--- src/hdl/frc_params.svh ---
// named offsets, fields, reset values and timing constants of the fault/retry configuration block
`ifndef FRC_PARAMS_SVH
`define FRC_PARAMS_SVH

// command codes
`define FR_CMD_REGULATION 8'hc5
`define FR_CMD_FAULT_UNITS 8'hc8
`define FR_CMD_BUS_SETUP 8'hc9
`define FR_CMD_FAST_OC 8'hca

// regulation_setup fields
`define FR_DIODE_EMU 0

// fault_delay_units fields
`define FR_VOUT_UNIT 7:6
`define FR_VIN_UNIT 5:4
`define FR_IOUT_UNIT 3:2
`define FR_TEMP_UNIT 1:0

// bus_address_pin_setup fields
`define FR_PG_POL 33
`define FR_CTL_POL 32
`define FR_BASE_ADDR 31:24
`define FR_ADDR_OFS 23:17
`define FR_OFS_EN 16

// fast_overcurrent_response fields and codes
`define FR_RESP 7:6
`define FR_RETRIES 5:3
`define FR_RTIME 2:0
`define FR_RESP_IGNORE 2'h0
`define FR_RESP_RETRY 2'h3
`define FR_RETRY_NONE 3'h0
`define FR_RETRY_FOREVER 3'h7

// reset values
`define FR_RST_REGULATION 8'h00
`define FR_RST_FAULT_UNITS 8'h00
`define FR_RST_BUS_SETUP 34'h000000000
`define FR_RST_FAST_OC 8'h00

// time units in ms per code
`define FR_UNIT0_MS 16'h0001
`define FR_UNIT1_MS 16'h0004
`define FR_UNIT2_MS 16'h0010
`define FR_UNIT3_MS 16'h0100

// timing
`define FR_MS_NS 1000000
`define FR_CLK_NS 4
`define FR_TICK_W 18
`define FR_STRAP_WAIT 2'h3

`endif

--- src/hdl/frc_pkg.sv ---
// types of the fault/retry configuration block
package frc_pkg;
	typedef enum logic [2:0] {
		FRC_IDLE,
		FRC_HOLD,
		FRC_OFF,
		FRC_RERUN,
		FRC_LATCH
	} frc_state_t;
endpackage

--- src/hdl/frc_sync2.sv ---
// two-flop synchroniser for pin inputs
`timescale 1ns/1ps
module frc_sync2 #(
	parameter int unsigned W = 1
) (
	// clock and reset
	input  wire logic         sys_clk,
	input  wire logic         rst,
	// data
	input  wire logic [W-1:0] din,
	output logic      [W-1:0] dout
);
	logic [W-1:0] meta;

	always_ff @(posedge sys_clk) begin
		if (rst) begin
			meta <= '0;
			dout <= '0;
		end else begin
			meta <= din;
			dout <= meta;
		end
	end
endmodule // frc_sync2

--- src/hdl/frc_ms_tick.sv ---
// millisecond enable pulse from the system clock
`timescale 1ns/1ps
`include "frc_params.svh"
module frc_ms_tick #(
	parameter int unsigned CYCLES = `FR_MS_NS / `FR_CLK_NS
) (
	// clock and reset
	input  wire logic sys_clk,
	input  wire logic rst,
	// control
	input  wire logic align,
	output logic      tick
);
	logic [`FR_TICK_W-1:0] cnt;
	logic [`FR_TICK_W-1:0] next_cnt;
	logic                  next_tick;

	// align restarts the period so a delay starts on a full millisecond
	always_comb begin
		next_tick = 1'b0;
		if (align) begin
			next_cnt = '0;
		end else if (cnt == `FR_TICK_W'(CYCLES - 1)) begin
			next_cnt  = '0;
			next_tick = 1'b1;
		end else begin
			next_cnt = cnt + `FR_TICK_W'(1);
		end
	end

	always_ff @(posedge sys_clk) begin
		if (rst) begin
			cnt  <= '0;
			tick <= 1'b0;
		end else begin
			cnt  <= next_cnt;
			tick <= next_tick;
		end
	end
endmodule // frc_ms_tick

--- src/hdl/frc_regs.sv ---
// fault/retry configuration registers and fast overcurrent retry control
//
// Overview of operation
// regulation bit 0 enables startup diode emulation
// fault units bits 7:6 set output-voltage unit
// fault units bits 5:4 set input-voltage unit
// fault units bits 3:2 set output-current unit
// fault units bits 1:0 set temperature unit
// bus setup bits 31:24 hold base address
// stored offset 23:17 used when strap disabled
// bit 16 selects strap resistor offset
// bit 33 sets power-good polarity
// bit 32 sets control pin polarity
// any response sets status and notifies host
// code 00 keeps running at normal limit
// code 11 holds fast limit, then retry
// retries 000 latch off, 111 forever
// bits 2:0 give hold and spacing delay
// delay code n means 2^n units
// unit duration taken from fault units register
// fast delays timed by current unit, ms tick
`timescale 1ns/1ps
`include "frc_params.svh"
module frc_regs #(
	parameter int unsigned MS_CYCLES = `FR_MS_NS / `FR_CLK_NS
) (
	// clock and reset
	input  wire logic        sys_clk,
	input  wire logic        rst,
	// command port
	input  wire logic        cmd_valid,
	input  wire logic        cmd_write,
	input  wire logic [7:0]  cmd_code,
	input  wire logic [33:0] cmd_wdata,
	input  wire logic        clear_fault,
	output logic             cmd_ack,
	output logic             cmd_err,
	output logic [33:0]      cmd_rdata,
	// pins
	input  wire logic        ctrl_pin,
	input  wire logic        fast_oc_pin,
	input  wire logic [6:0]  addr_strap,
	output logic             pgood_pin,
	// power stage
	input  wire logic        power_ok,
	output logic             output_en,
	output logic             diode_emu_en,
	output logic             fast_limit_sel,
	// configuration out
	output logic [7:0]       bus_address,
	output logic [1:0]       vout_unit,
	output logic [1:0]       vin_unit,
	output logic [1:0]       iout_unit,
	output logic [1:0]       temp_unit,
	// status
	output logic             fast_oc_status,
	output logic             host_notify
);

	// delay in ms for a unit code and a 2^n count
	function automatic logic [15:0] delay_ms(input logic [1:0] unit, input logic [2:0] n);
		logic [15:0] base;
		base = `FR_UNIT0_MS;
		case (unit)
			2'h0: base = `FR_UNIT0_MS;
			2'h1: base = `FR_UNIT1_MS;
			2'h2: base = `FR_UNIT2_MS;
			default: base = `FR_UNIT3_MS;
		endcase
		return base << n;
	endfunction

	////////////////////////////////////////////////////////////////////////////////
	// pin synchronisers and ms tick

	logic [8:0] pins_s;
	logic       ctl_s;
	logic       oc_s;
	logic [6:0] strap_s;
	logic       tick;
	logic       align;

	frc_sync2 #(.W(9)) u_sync (
		.sys_clk (sys_clk),
		.rst     (rst),
		.din     ({ctrl_pin, fast_oc_pin, addr_strap}),
		.dout    (pins_s)
	);

	assign ctl_s   = pins_s[8];
	assign oc_s    = pins_s[7];
	assign strap_s = pins_s[6:0];

	frc_ms_tick #(.CYCLES(MS_CYCLES)) u_tick (
		.sys_clk (sys_clk),
		.rst     (rst),
		.align   (align),
		.tick    (tick)
	);

	////////////////////////////////////////////////////////////////////////////////
	// registers and command port

	logic [7:0]  regulation_setup;
	logic [7:0]  fault_delay_units;
	logic [33:0] bus_address_pin_setup;
	logic [7:0]  fast_overcurrent_response;
	logic [7:0]  next_regulation_setup;
	logic [7:0]  next_fault_delay_units;
	logic [33:0] next_bus_address_pin_setup;
	logic [7:0]  next_fast_overcurrent_response;
	logic        next_cmd_ack;
	logic        next_cmd_err;
	logic [33:0] next_cmd_rdata;
	logic        wr;

	always_comb begin
		wr                             = cmd_valid && cmd_write;
		next_regulation_setup          = regulation_setup;
		next_fault_delay_units         = fault_delay_units;
		next_bus_address_pin_setup     = bus_address_pin_setup;
		next_fast_overcurrent_response = fast_overcurrent_response;
		next_cmd_ack                   = cmd_valid;
		next_cmd_err                   = 1'b0;
		next_cmd_rdata                 = '0;
		// bits above a register's width are dropped on write, read as zero
		case (cmd_code)
			`FR_CMD_REGULATION: begin
				if (wr)
					next_regulation_setup = cmd_wdata[7:0];
				next_cmd_rdata = {26'h0, regulation_setup};
			end
			`FR_CMD_FAULT_UNITS: begin
				if (wr)
					next_fault_delay_units = cmd_wdata[7:0];
				next_cmd_rdata = {26'h0, fault_delay_units};
			end
			`FR_CMD_BUS_SETUP: begin
				if (wr)
					next_bus_address_pin_setup = cmd_wdata;
				next_cmd_rdata = bus_address_pin_setup;
			end
			`FR_CMD_FAST_OC: begin
				if (wr)
					next_fast_overcurrent_response = cmd_wdata[7:0];
				next_cmd_rdata = {26'h0, fast_overcurrent_response};
			end
			default: next_cmd_err = cmd_valid;
		endcase
		if (!cmd_valid)
			next_cmd_rdata = '0;
	end

	always_ff @(posedge sys_clk) begin
		if (rst) begin
			regulation_setup          <= `FR_RST_REGULATION;
			fault_delay_units         <= `FR_RST_FAULT_UNITS;
			bus_address_pin_setup     <= `FR_RST_BUS_SETUP;
			fast_overcurrent_response <= `FR_RST_FAST_OC;
			cmd_ack                   <= 1'b0;
			cmd_err                   <= 1'b0;
			cmd_rdata                 <= '0;
		end else begin
			regulation_setup          <= next_regulation_setup;
			fault_delay_units         <= next_fault_delay_units;
			bus_address_pin_setup     <= next_bus_address_pin_setup;
			fast_overcurrent_response <= next_fast_overcurrent_response;
			cmd_ack                   <= next_cmd_ack;
			cmd_err                   <= next_cmd_err;
			cmd_rdata                 <= next_cmd_rdata;
		end
	end

	assign diode_emu_en = regulation_setup[`FR_DIODE_EMU];
	assign vout_unit    = fault_delay_units[`FR_VOUT_UNIT];
	assign vin_unit     = fault_delay_units[`FR_VIN_UNIT];
	assign iout_unit    = fault_delay_units[`FR_IOUT_UNIT];
	assign temp_unit    = fault_delay_units[`FR_TEMP_UNIT];

	////////////////////////////////////////////////////////////////////////////////
	// fast overcurrent fault handling

	frc_pkg::frc_state_t state;
	frc_pkg::frc_state_t next_state;
	logic [15:0] ms_left;
	logic [15:0] next_ms_left;
	logic [2:0]  tries;
	logic [2:0]  next_tries;
	logic        expired;
	logic [1:0]  resp;
	logic [2:0]  retries;
	logic [15:0] fast_delay;

	assign resp       = fast_overcurrent_response[`FR_RESP];
	assign retries    = fast_overcurrent_response[`FR_RETRIES];
	assign fast_delay = delay_ms(iout_unit, fast_overcurrent_response[`FR_RTIME]);

	always_comb begin
		next_state   = state;
		next_ms_left = ms_left;
		next_tries   = tries;
		align        = 1'b0;
		expired      = tick && (ms_left == 16'h0001);
		if (tick && ms_left != 16'h0000)
			next_ms_left = ms_left - 16'h0001;
		case (state)
			frc_pkg::FRC_IDLE: begin
				// codes other than 11 run on, as ignore does
				if (oc_s && resp == `FR_RESP_RETRY) begin
					next_state   = frc_pkg::FRC_HOLD;
					next_ms_left = fast_delay;
					next_tries   = retries;
					align        = 1'b1;
				end
			end
			frc_pkg::FRC_HOLD: begin
				if (!oc_s || resp != `FR_RESP_RETRY) begin
					next_state = frc_pkg::FRC_IDLE;
				end else if (expired) begin
					if (tries == `FR_RETRY_NONE) begin
						next_state = frc_pkg::FRC_LATCH;
					end else begin
						next_state   = frc_pkg::FRC_OFF;
						next_ms_left = fast_delay;
						align        = 1'b1;
						if (tries != `FR_RETRY_FOREVER)
							next_tries = tries - 3'h1;
					end
				end
			end
			frc_pkg::FRC_OFF: begin
				if (expired) begin
					next_state   = frc_pkg::FRC_RERUN;
					next_ms_left = fast_delay;
					align        = 1'b1;
				end
			end
			frc_pkg::FRC_RERUN: begin
				// a clean delay after restart counts as recovered
				if (oc_s && resp == `FR_RESP_RETRY) begin
					next_state   = frc_pkg::FRC_HOLD;
					next_ms_left = fast_delay;
					align        = 1'b1;
				end else if (expired) begin
					next_state = frc_pkg::FRC_IDLE;
				end
			end
			frc_pkg::FRC_LATCH: begin
				if (clear_fault)
					next_state = frc_pkg::FRC_IDLE;
			end
			default: next_state = frc_pkg::FRC_IDLE;
		endcase
	end

	always_ff @(posedge sys_clk) begin
		if (rst) begin
			state   <= frc_pkg::FRC_IDLE;
			ms_left <= '0;
			tries   <= '0;
		end else begin
			state   <= next_state;
			ms_left <= next_ms_left;
			tries   <= next_tries;
		end
	end

	////////////////////////////////////////////////////////////////////////////////
	// status, notify, strap capture and outputs

	logic       oc_d;
	logic       fault_rise;
	logic       ctl_act;
	logic [1:0] strap_cnt;
	logic [1:0] next_strap_cnt;
	logic [6:0] strap_q;
	logic [6:0] next_strap_q;
	logic [6:0] ofs;
	logic       next_fast_oc_status;
	logic       next_host_notify;
	logic       next_output_en;
	logic       next_pgood_pin;
	logic       next_fast_limit_sel;
	logic [7:0] next_bus_address;

	always_comb begin
		fault_rise = oc_s && !oc_d;
		ctl_act    = ctl_s ~^ bus_address_pin_setup[`FR_CTL_POL];
		// the strap is caught once the synchroniser has filled after reset
		next_strap_cnt = strap_cnt;
		next_strap_q   = strap_q;
		if (strap_cnt != `FR_STRAP_WAIT) begin
			next_strap_cnt = strap_cnt + 2'h1;
			next_strap_q   = strap_s;
		end
		ofs = bus_address_pin_setup[`FR_OFS_EN] ? strap_q :
			bus_address_pin_setup[`FR_ADDR_OFS];
		next_bus_address = bus_address_pin_setup[`FR_BASE_ADDR] + {1'b0, ofs};
		// a new fault beats a clear in the same cycle
		next_fast_oc_status = fault_rise || (fast_oc_status && !clear_fault);
		next_host_notify    = fault_rise;
		next_output_en      = ctl_act && next_state != frc_pkg::FRC_OFF &&
			next_state != frc_pkg::FRC_LATCH;
		next_fast_limit_sel = resp == `FR_RESP_RETRY;
		next_pgood_pin      = power_ok ~^ bus_address_pin_setup[`FR_PG_POL];
	end

	always_ff @(posedge sys_clk) begin
		if (rst) begin
			oc_d           <= 1'b0;
			strap_cnt      <= '0;
			strap_q        <= '0;
			bus_address    <= '0;
			fast_oc_status <= 1'b0;
			host_notify    <= 1'b0;
			output_en      <= 1'b0;
			fast_limit_sel <= 1'b0;
			pgood_pin      <= 1'b0;
		end else begin
			oc_d           <= oc_s;
			strap_cnt      <= next_strap_cnt;
			strap_q        <= next_strap_q;
			bus_address    <= next_bus_address;
			fast_oc_status <= next_fast_oc_status;
			host_notify    <= next_host_notify;
			output_en      <= next_output_en;
			fast_limit_sel <= next_fast_limit_sel;
			pgood_pin      <= next_pgood_pin;
		end
	end
endmodule // frc_regs

--- config.mk ---
export PLATFORM = sky130hd
export DESIGN_NAME = frc_regs
export DESIGN_NICKNAME = d
export VERILOG_FILES = /design/src/hdl/frc_pkg.sv /design/src/hdl/frc_sync2.sv /design/src/hdl/frc_ms_tick.sv /design/src/hdl/frc_regs.sv
export VERILOG_INCLUDE_DIRS = /design/src /design/src/hdl
export SDC_FILE = /design/constraint.sdc
export NUM_CORES = 1
export LEC_CHECK = 0
export ABC_AREA = 1
export BUFFER_PORTS_ARGS = -buffer_cell sky130_fd_sc_hd__buf_2
export CORE_MARGIN = 2
export CORE_UTILIZATION = 50
export CTS_CLUSTER_DIAMETER = 200
export CTS_CLUSTER_SIZE = 28
export DETAILED_ROUTE_END_ITERATION = 16
export PLACE_DENSITY_LB_ADDON = 0.3
export RECOVER_POWER = 25
export SLEW_MARGIN = 0
export SYNTH_ARGS = -nofsm -noshare
export SYNTH_HDL_FRONTEND = slang
export SYNTH_SLANG_ARGS = --single-unit
--- constraint.sdc ---
create_clock -name sys_clk -period 2.8 [get_ports sys_clk]
set_clock_uncertainty 0.05 [all_clocks]
set_input_delay 0.56 -clock sys_clk [delete_from_list [all_inputs] [get_ports sys_clk]]
set_output_delay 0.56 -clock sys_clk [all_outputs]
set_load 0.01 [all_outputs]
Word level (Yosys, flattened, before mapping)
Index checks and enable logic that the tools add are counted.
{ "classes": {"n_addsub": 5, "n_eq_ne": 23, "shifts": 1, "mux": 32, "bitwise_logic": 3, "reduce_logical": 28} }
{ "op_table": {"columns": ["operator", "count"], "rows": [
  ["34-bit case mux with 4 select lines", 1],
  ["16-bit two-way mux", 6],
  ["16-bit case mux with 3 select lines", 1],
  ["3-bit two-way mux", 13],
  ["8-bit equality test, second input constant", 4],
  ["9-bit case mux with 3 select lines", 1],
  ["18-bit by 1-bit adder with 18-bit output, second input constant", 1],
  ["18-bit equality test, second input constant", 1],
  ["16-bit by 1-bit equality test with 1-bit output, second input constant", 1],
  ["16-bit nonzero test", 1],
  ["16-bit by 3-bit << shifter with 16-bit output", 1],
  ["16-bit by 1-bit subtractor with 16-bit output, second input constant", 1],
  ["3-bit case mux with 5 select lines", 1],
  ["2-bit inequality test, second input constant", 7],
  ["8-bit by 7-bit adder with 8-bit output", 1],
  ["1-bit logical AND", 8],
  ["2-bit AND reduction", 4],
  ["7-bit two-way mux", 1],
  ["3-bit by 2-bit equality test with 1-bit output, second input constant", 2],
  ["3-bit zero test", 2],
  ["1-bit two-way mux", 6],
  ["3-bit inequality test, second input constant", 2],
  ["3-bit case mux with 2 select lines", 1],
  ["6-bit AND reduction", 1],
  ["17 further kinds", 24]
]} }
{ "totals": {"regBits": 176, "in_bits": 57, "output_inout_bits": 58, "elab_cells": 115} }

Logic depth before layout (Yosys ltp)
{ "depth": {"ltp_word": 8, "mapped_depth": 14, "depth_no_buf": 13} }

By module
Synthesis repeated with hierarchy kept, for this count alone.
{ "hier_totals": {"cells_unflattened": 1065, "area_unflattened_um2": 7855.0} }
{ "modules_own_cells": {"columns": ["module", "n_inst", "cells_per_inst", "area_each_um2", "seq_area_each_um2"], "rows": [
  ["frc_regs", 1, 851, 6273.5, 2782.7],
  ["frc_ms_tick", 1, 158, 1059.8, 380.4],
  ["frc_sync2", 1, 56, 521.8, 360.3]
]} }

Worst setup path before layout
OpenSTA, ideal clock, no wires.
{ "synth_path": {"kind": "register to register", "start": "register bus_address_pin_setup[16]", "end": "register bus_address[6]", "setup_ns": 0.120, "t_arrival_ns": 1.854, "required_ns": 2.630, "slack_ns": 0.776, "path_stages_with_launch": 15, "n_path_buf": 1, "period_less_slack_ns": 2.024, "path_cell_list": "dfxtp_1 clkbuf_1 nand2_1 o21ai_0 ha_1 inv_1 fa_1 inv_1 nand3_1 nand2_1 nand2_1 nand2_1 a21oi_1 o21ai_0 a21oi_1"} }
{ "synth_between": {"elab_chain_len": 2} }
{ "synth_rtl": {"columns": ["element", "line", "source"], "rows": [
  ["from (decl)", "frc_regs.sv:106", "logic [33:0] bus_address_pin_setup;"],
  ["from (signal assigned)", "frc_regs.sv:158", "bus_address_pin_setup <= `FR_RST_BUS_SETUP;"],
  ["from (signal assigned)", "frc_regs.sv:166", "bus_address_pin_setup <= next_bus_address_pin_setup;"],
  ["7-bit two-way mux", "frc_regs.sv:296", "ofs = bus_address_pin_setup[`FR_OFS_EN] ? strap_q :"],
  ["8-bit by 7-bit adder with 8-bit output", "frc_regs.sv:298", "next_bus_address = bus_address_pin_setup[`FR_BASE_ADDR] + {1'b0, ofs};"],
  ["to (signal assigned)", "frc_regs.sv:323", "bus_address <= next_bus_address;"],
  ["to (decl)", "frc_regs.sv:50", "output logic [7:0] bus_address,"]
]} }
Every way passes these cells.
A chain may end at the register's enable or synchronous reset.

Worst setup path after layout
{ "layout_path": {"start": "register bus_address_pin_setup[16]", "end": "register bus_address[5]"} }
The elaborated chain is that of the path after synthesis.

==> results by group <==
Run status
  – Outcome: finished, violations left
  – Violated checks: max-capacitance violations, max-slew violations

Place
  – Gpl congestion: 0.9093
  – DP Area: 8396 µm²
  – IO Port Bufs: 114
  – Dpl hpwl: 12670 µm

Clocking
  – Post_cts resized: 0
  – CTS tree: done
  – Worst-case clock buffer depth: 2
  – Clk slew on worst S/H paths: roughly 0.070 ns
  – Clock Tree Root: clkbuf_16
  – Count of clock tree sinks: around 180
  – Skew-Pair Late Insertion Delay: 0.44 ns
  – Setup bufs post-CTS: 0
  – Cts hold-fix bufs: 0
  – Num CTS Buffers: 17
  – CTS H-tree lvls: 4

Drt
  – WL/cell: 13.47 µm
  – Via count: a little under 7000
  – DR DRC count: 0
  – Via density: 5.064
  – Routed Antenna Nets: 0
  – Detailed-route wire length: 17890 µm
  – Initial DRC count: 437
  – First-pass DRT Iterations: 5

Worst setup path
  – WP data required: 3.10 ns
  – Crit path largest cell delay: roughly 0.53 ns
  – Critical path's top delay family: simple AND/OR/NAND/NOR gates
  – Slowest CP cell: dfxtp_1
  – Most used cell, CP: nand2_1
  – Crit start category: flop
  – Worst r2r dst: bus_address[5]$_SDFF_PP0_
  – Worst reg2reg path startpoint: bus_address_pin_setup[16]$_SDFFE_PP0P_
  – Worst Path Max Fanout: 14
  – Worst reg2reg setup slack: 0.43 ns
  – Critical Path End Type: flop
  – Reg2Reg Depth: 12
  – Worst Path Buf+Inv: 2
  – Cell depth of the worst setup path: 12
  – Critical Path, Cell by Cell: inv_1, or2_2, o21ai_0, inv_1, ha_1, nand3_1, nand2_1, nand2_1, nand2_1, a21oi_1, o21ai_0, a21oi_1
  – Arrival @ worst endpoint: 2.67 ns
  – WS Path Type: flop to flop

Global route
  – Grt met1 use: 0.2912
  – GR Util met3: 0.05863
  – Gr usage total: 0.2232
  – Met2 usage: 0.3630
  – Pin count of the biggest net entering global routing: between 50 and 60
  – First-pass GRT wire length: approximately 29000 µm
  – Top Usage Layer GRT: met2
  – Vias in the first global route: roughly 6200
  – Remaining global-route overflow: 0
  – Initial antenna violation count: 1

STA
  – Setup_tns: 0 ns
  – Maximum achievable frequency: 421.9 MHz
  – Final hold violations: 0
  – Tmin final: 2.370 ns
  – Pins Over Slew Limit: 44
  – Slew Limit Headroom: -0.3378
  – Period utilization: 0.8464
  – RSZ-0062 raised after global routing: false
  – Worst-Margin Slew: about 2 ns
  – Final Setup Violations: 0

Synthesis
  – Flops & latches, synth: 176
  – Post-synth top area cell: dfxtp_1
  – Avg Inst Size Synth: 7.555 µm²
  – Synth Net Count: 1098
  – Area share of the largest cell type after synthesis: 0.4546
  – Sequential area share after synthesis: 0.4546
  – Yosys cell types: 45
  – Cell area after synthesis: 7751 µm²
  – Number of synthesis warnings: 0
  – Ranking of synthesized cells by area: dfxtp_1 45%, inv_1 7.1%, a21oi_1 7.0%
  – Cells after synthesis: between 1000 and 1500

Power
  – Sequential Power Share: 0.496
  – Net Sw Frac: 0.2567
  – Pwr Density: 573.8 nW/µm²
  – Clock share of power: 0.466
  – NetSw: ~0.0013 W
  – Peak supply drop: roughly 0.43 mV
  – Lkg Pwr: ~4 nW
  – Comb pwr share: 0.038
  – Pint: 0.003844 W

Hold path
  – Hold Path End: u_sync.meta[5]$_SDFF_PP0_
  – Hold path cells: 3
  – HP Start: addr_strap[5]
  – Hold Crit Class: input port to flop

Floorplanning
  – Die Ht: 128.5 µm
  – Width of the die: 128.5 µm
  – Standard-cell row count: 45
  – Initial Utilization: 0.5099
  – Die area: 16510 µm²
  – CORE AREA: ~15000 µm²
  – I/O pins: 115

Finish
  – Nets: 1199
  – Synth-to-Final Area Change: 16.27%
  – Most frequent cells in the layout: 176 x dfxtp_1, 147 x inv_1, 129 x nand2_1, 118 x nor2_1, 113 x buf_2
  – Most common cell after layout, fill and taps aside: dfxtp_1
  – Final instance area: 9012 µm²
  – Share of post-route cells with drive strength above 1: 0.1728
  – ANT cells: 0

Job
  – Max_cap viols: 1
tightest hold or removal path, cell delays in order:
cell and delay [ns]:
buf_2 0.07, inv_1 0.03, nor2_1 0.06
cell type report:
class | instances | area (µm²)
repair buffers | 121 | 614.3
well taps | 188 | 235.2
clock inverters | 15 | 200.2
fillers | 1410 | 6190
inverters | 152 | 575.6
flip-flops and latches | 176 | 3523
clock buffers | 17 | 425.4
multi-input cells | 659 | 3438
power by group through the flow:
stage               logic, W  clock network (W)  registers [W]
floorplan           0.000119                  0        0.00262
detailed placement  0.000196                  0        0.00262
finish              0.000194            0.00241        0.00257
global placement    0.000192                  0        0.00262
CTS                 0.000197            0.00243        0.00257
global route        0.000222            0.00255        0.00257
synthesized netlist by cell type, drive strengths merged:
library cell and number:
a21oi 110, and2 1, buf 19, clkbuf 20, clkinv 1, dfxtp 176
fa 1, ha 14, inv 151, mux2i 1, nand2 137, nand3 47
nand3b 3, nand4 18, nor2 138, nor3 40, nor4 6, o21ai 104
o21bai 2, o22ai 10, o31a 1, or2 5, xnor2 5, xor2 16
routing by layer:
| metal | vias to the layer above | wire length (µm) | part of all wire |
|---|---|---|---|
| met5 | - | 13 | 0.00073 |
| met4 | 2 | 331 | 0.019 |
| met3 | 28 | 1010 | 0.056 |
| met1 | 3009 | 8328 | 0.47 |
| met2 | 163 | 8204 | 0.46 |
| li1 | 3523 | - | - |
sequential cells by signal, summed over array words and instances, names as in the netlist, 2 cells and up:
name and flops:
ms_left 16, u_tick.cnt 18, bus_address_pin_setup 34, cmd_rdata 34
state 3, fast_overcurrent_response 8, bus_address 8, strap_q 7
regulation_setup 8, fault_delay_units 8, u_sync.meta 9, strap_cnt 2
u_sync.dout 9, tries 3
cells by family (layout without fill, tap and decap cells):
group	count (synthesis)	in the layout	synth area share
fa+ha+maj	15	15	0.02518
buf+inv	191	305	0.1019
mux	1	1	0.001291
simple gates	395	395	0.2436
flops	176	176	0.4546
compound gates	227	227	0.1498
xor+xnor	21	21	0.02373
worst max path at each step:
| stage | startpoint | to | slack (ns) |
|---|---|---|---|
| floorplan | bus_address_pin_setup[16]$_SDFFE_PP0P_ | bus_address[6]$_SDFF_PP0_ | 0.78 |
| CTS | bus_address_pin_setup[16]$_SDFFE_PP0P_ | bus_address[5]$_SDFF_PP0_ | 0.43 |
| finish | bus_address_pin_setup[16]$_SDFFE_PP0P_ | bus_address[5]$_SDFF_PP0_ | 0.43 |
| global placement | cmd_code[5] | regulation_setup[0]$_SDFFE_PP0P_ | 0.66 |
| detailed placement | bus_address_pin_setup[16]$_SDFFE_PP0P_ | bus_address[5]$_SDFF_PP0_ | 0.54 |
| global route | bus_address_pin_setup[16]$_SDFFE_PP0P_ | bus_address[5]$_SDFF_PP0_ | 0.20 |
through the flow:
step,util,hold WS (ns),instances,worst slack [ns],power (W)
2_1_floorplan,-,0.3383,1026,0.7762,0.002736
3_3_place_gp,0.5523,0.3413,1296,0.6587,0.002816
3_5_place_dp,0.5523,0.3424,1296,0.5374,0.002820
4_1_cts,0.5934,0.2661,1328,0.4284,0.005196
5_1_grt,0.5928,0.2752,1328,0.2027,0.005337
6_report,0.5928,0.2756,1328,0.4300,0.005171
Note: power is estimated with default switching activity, not from simulation.
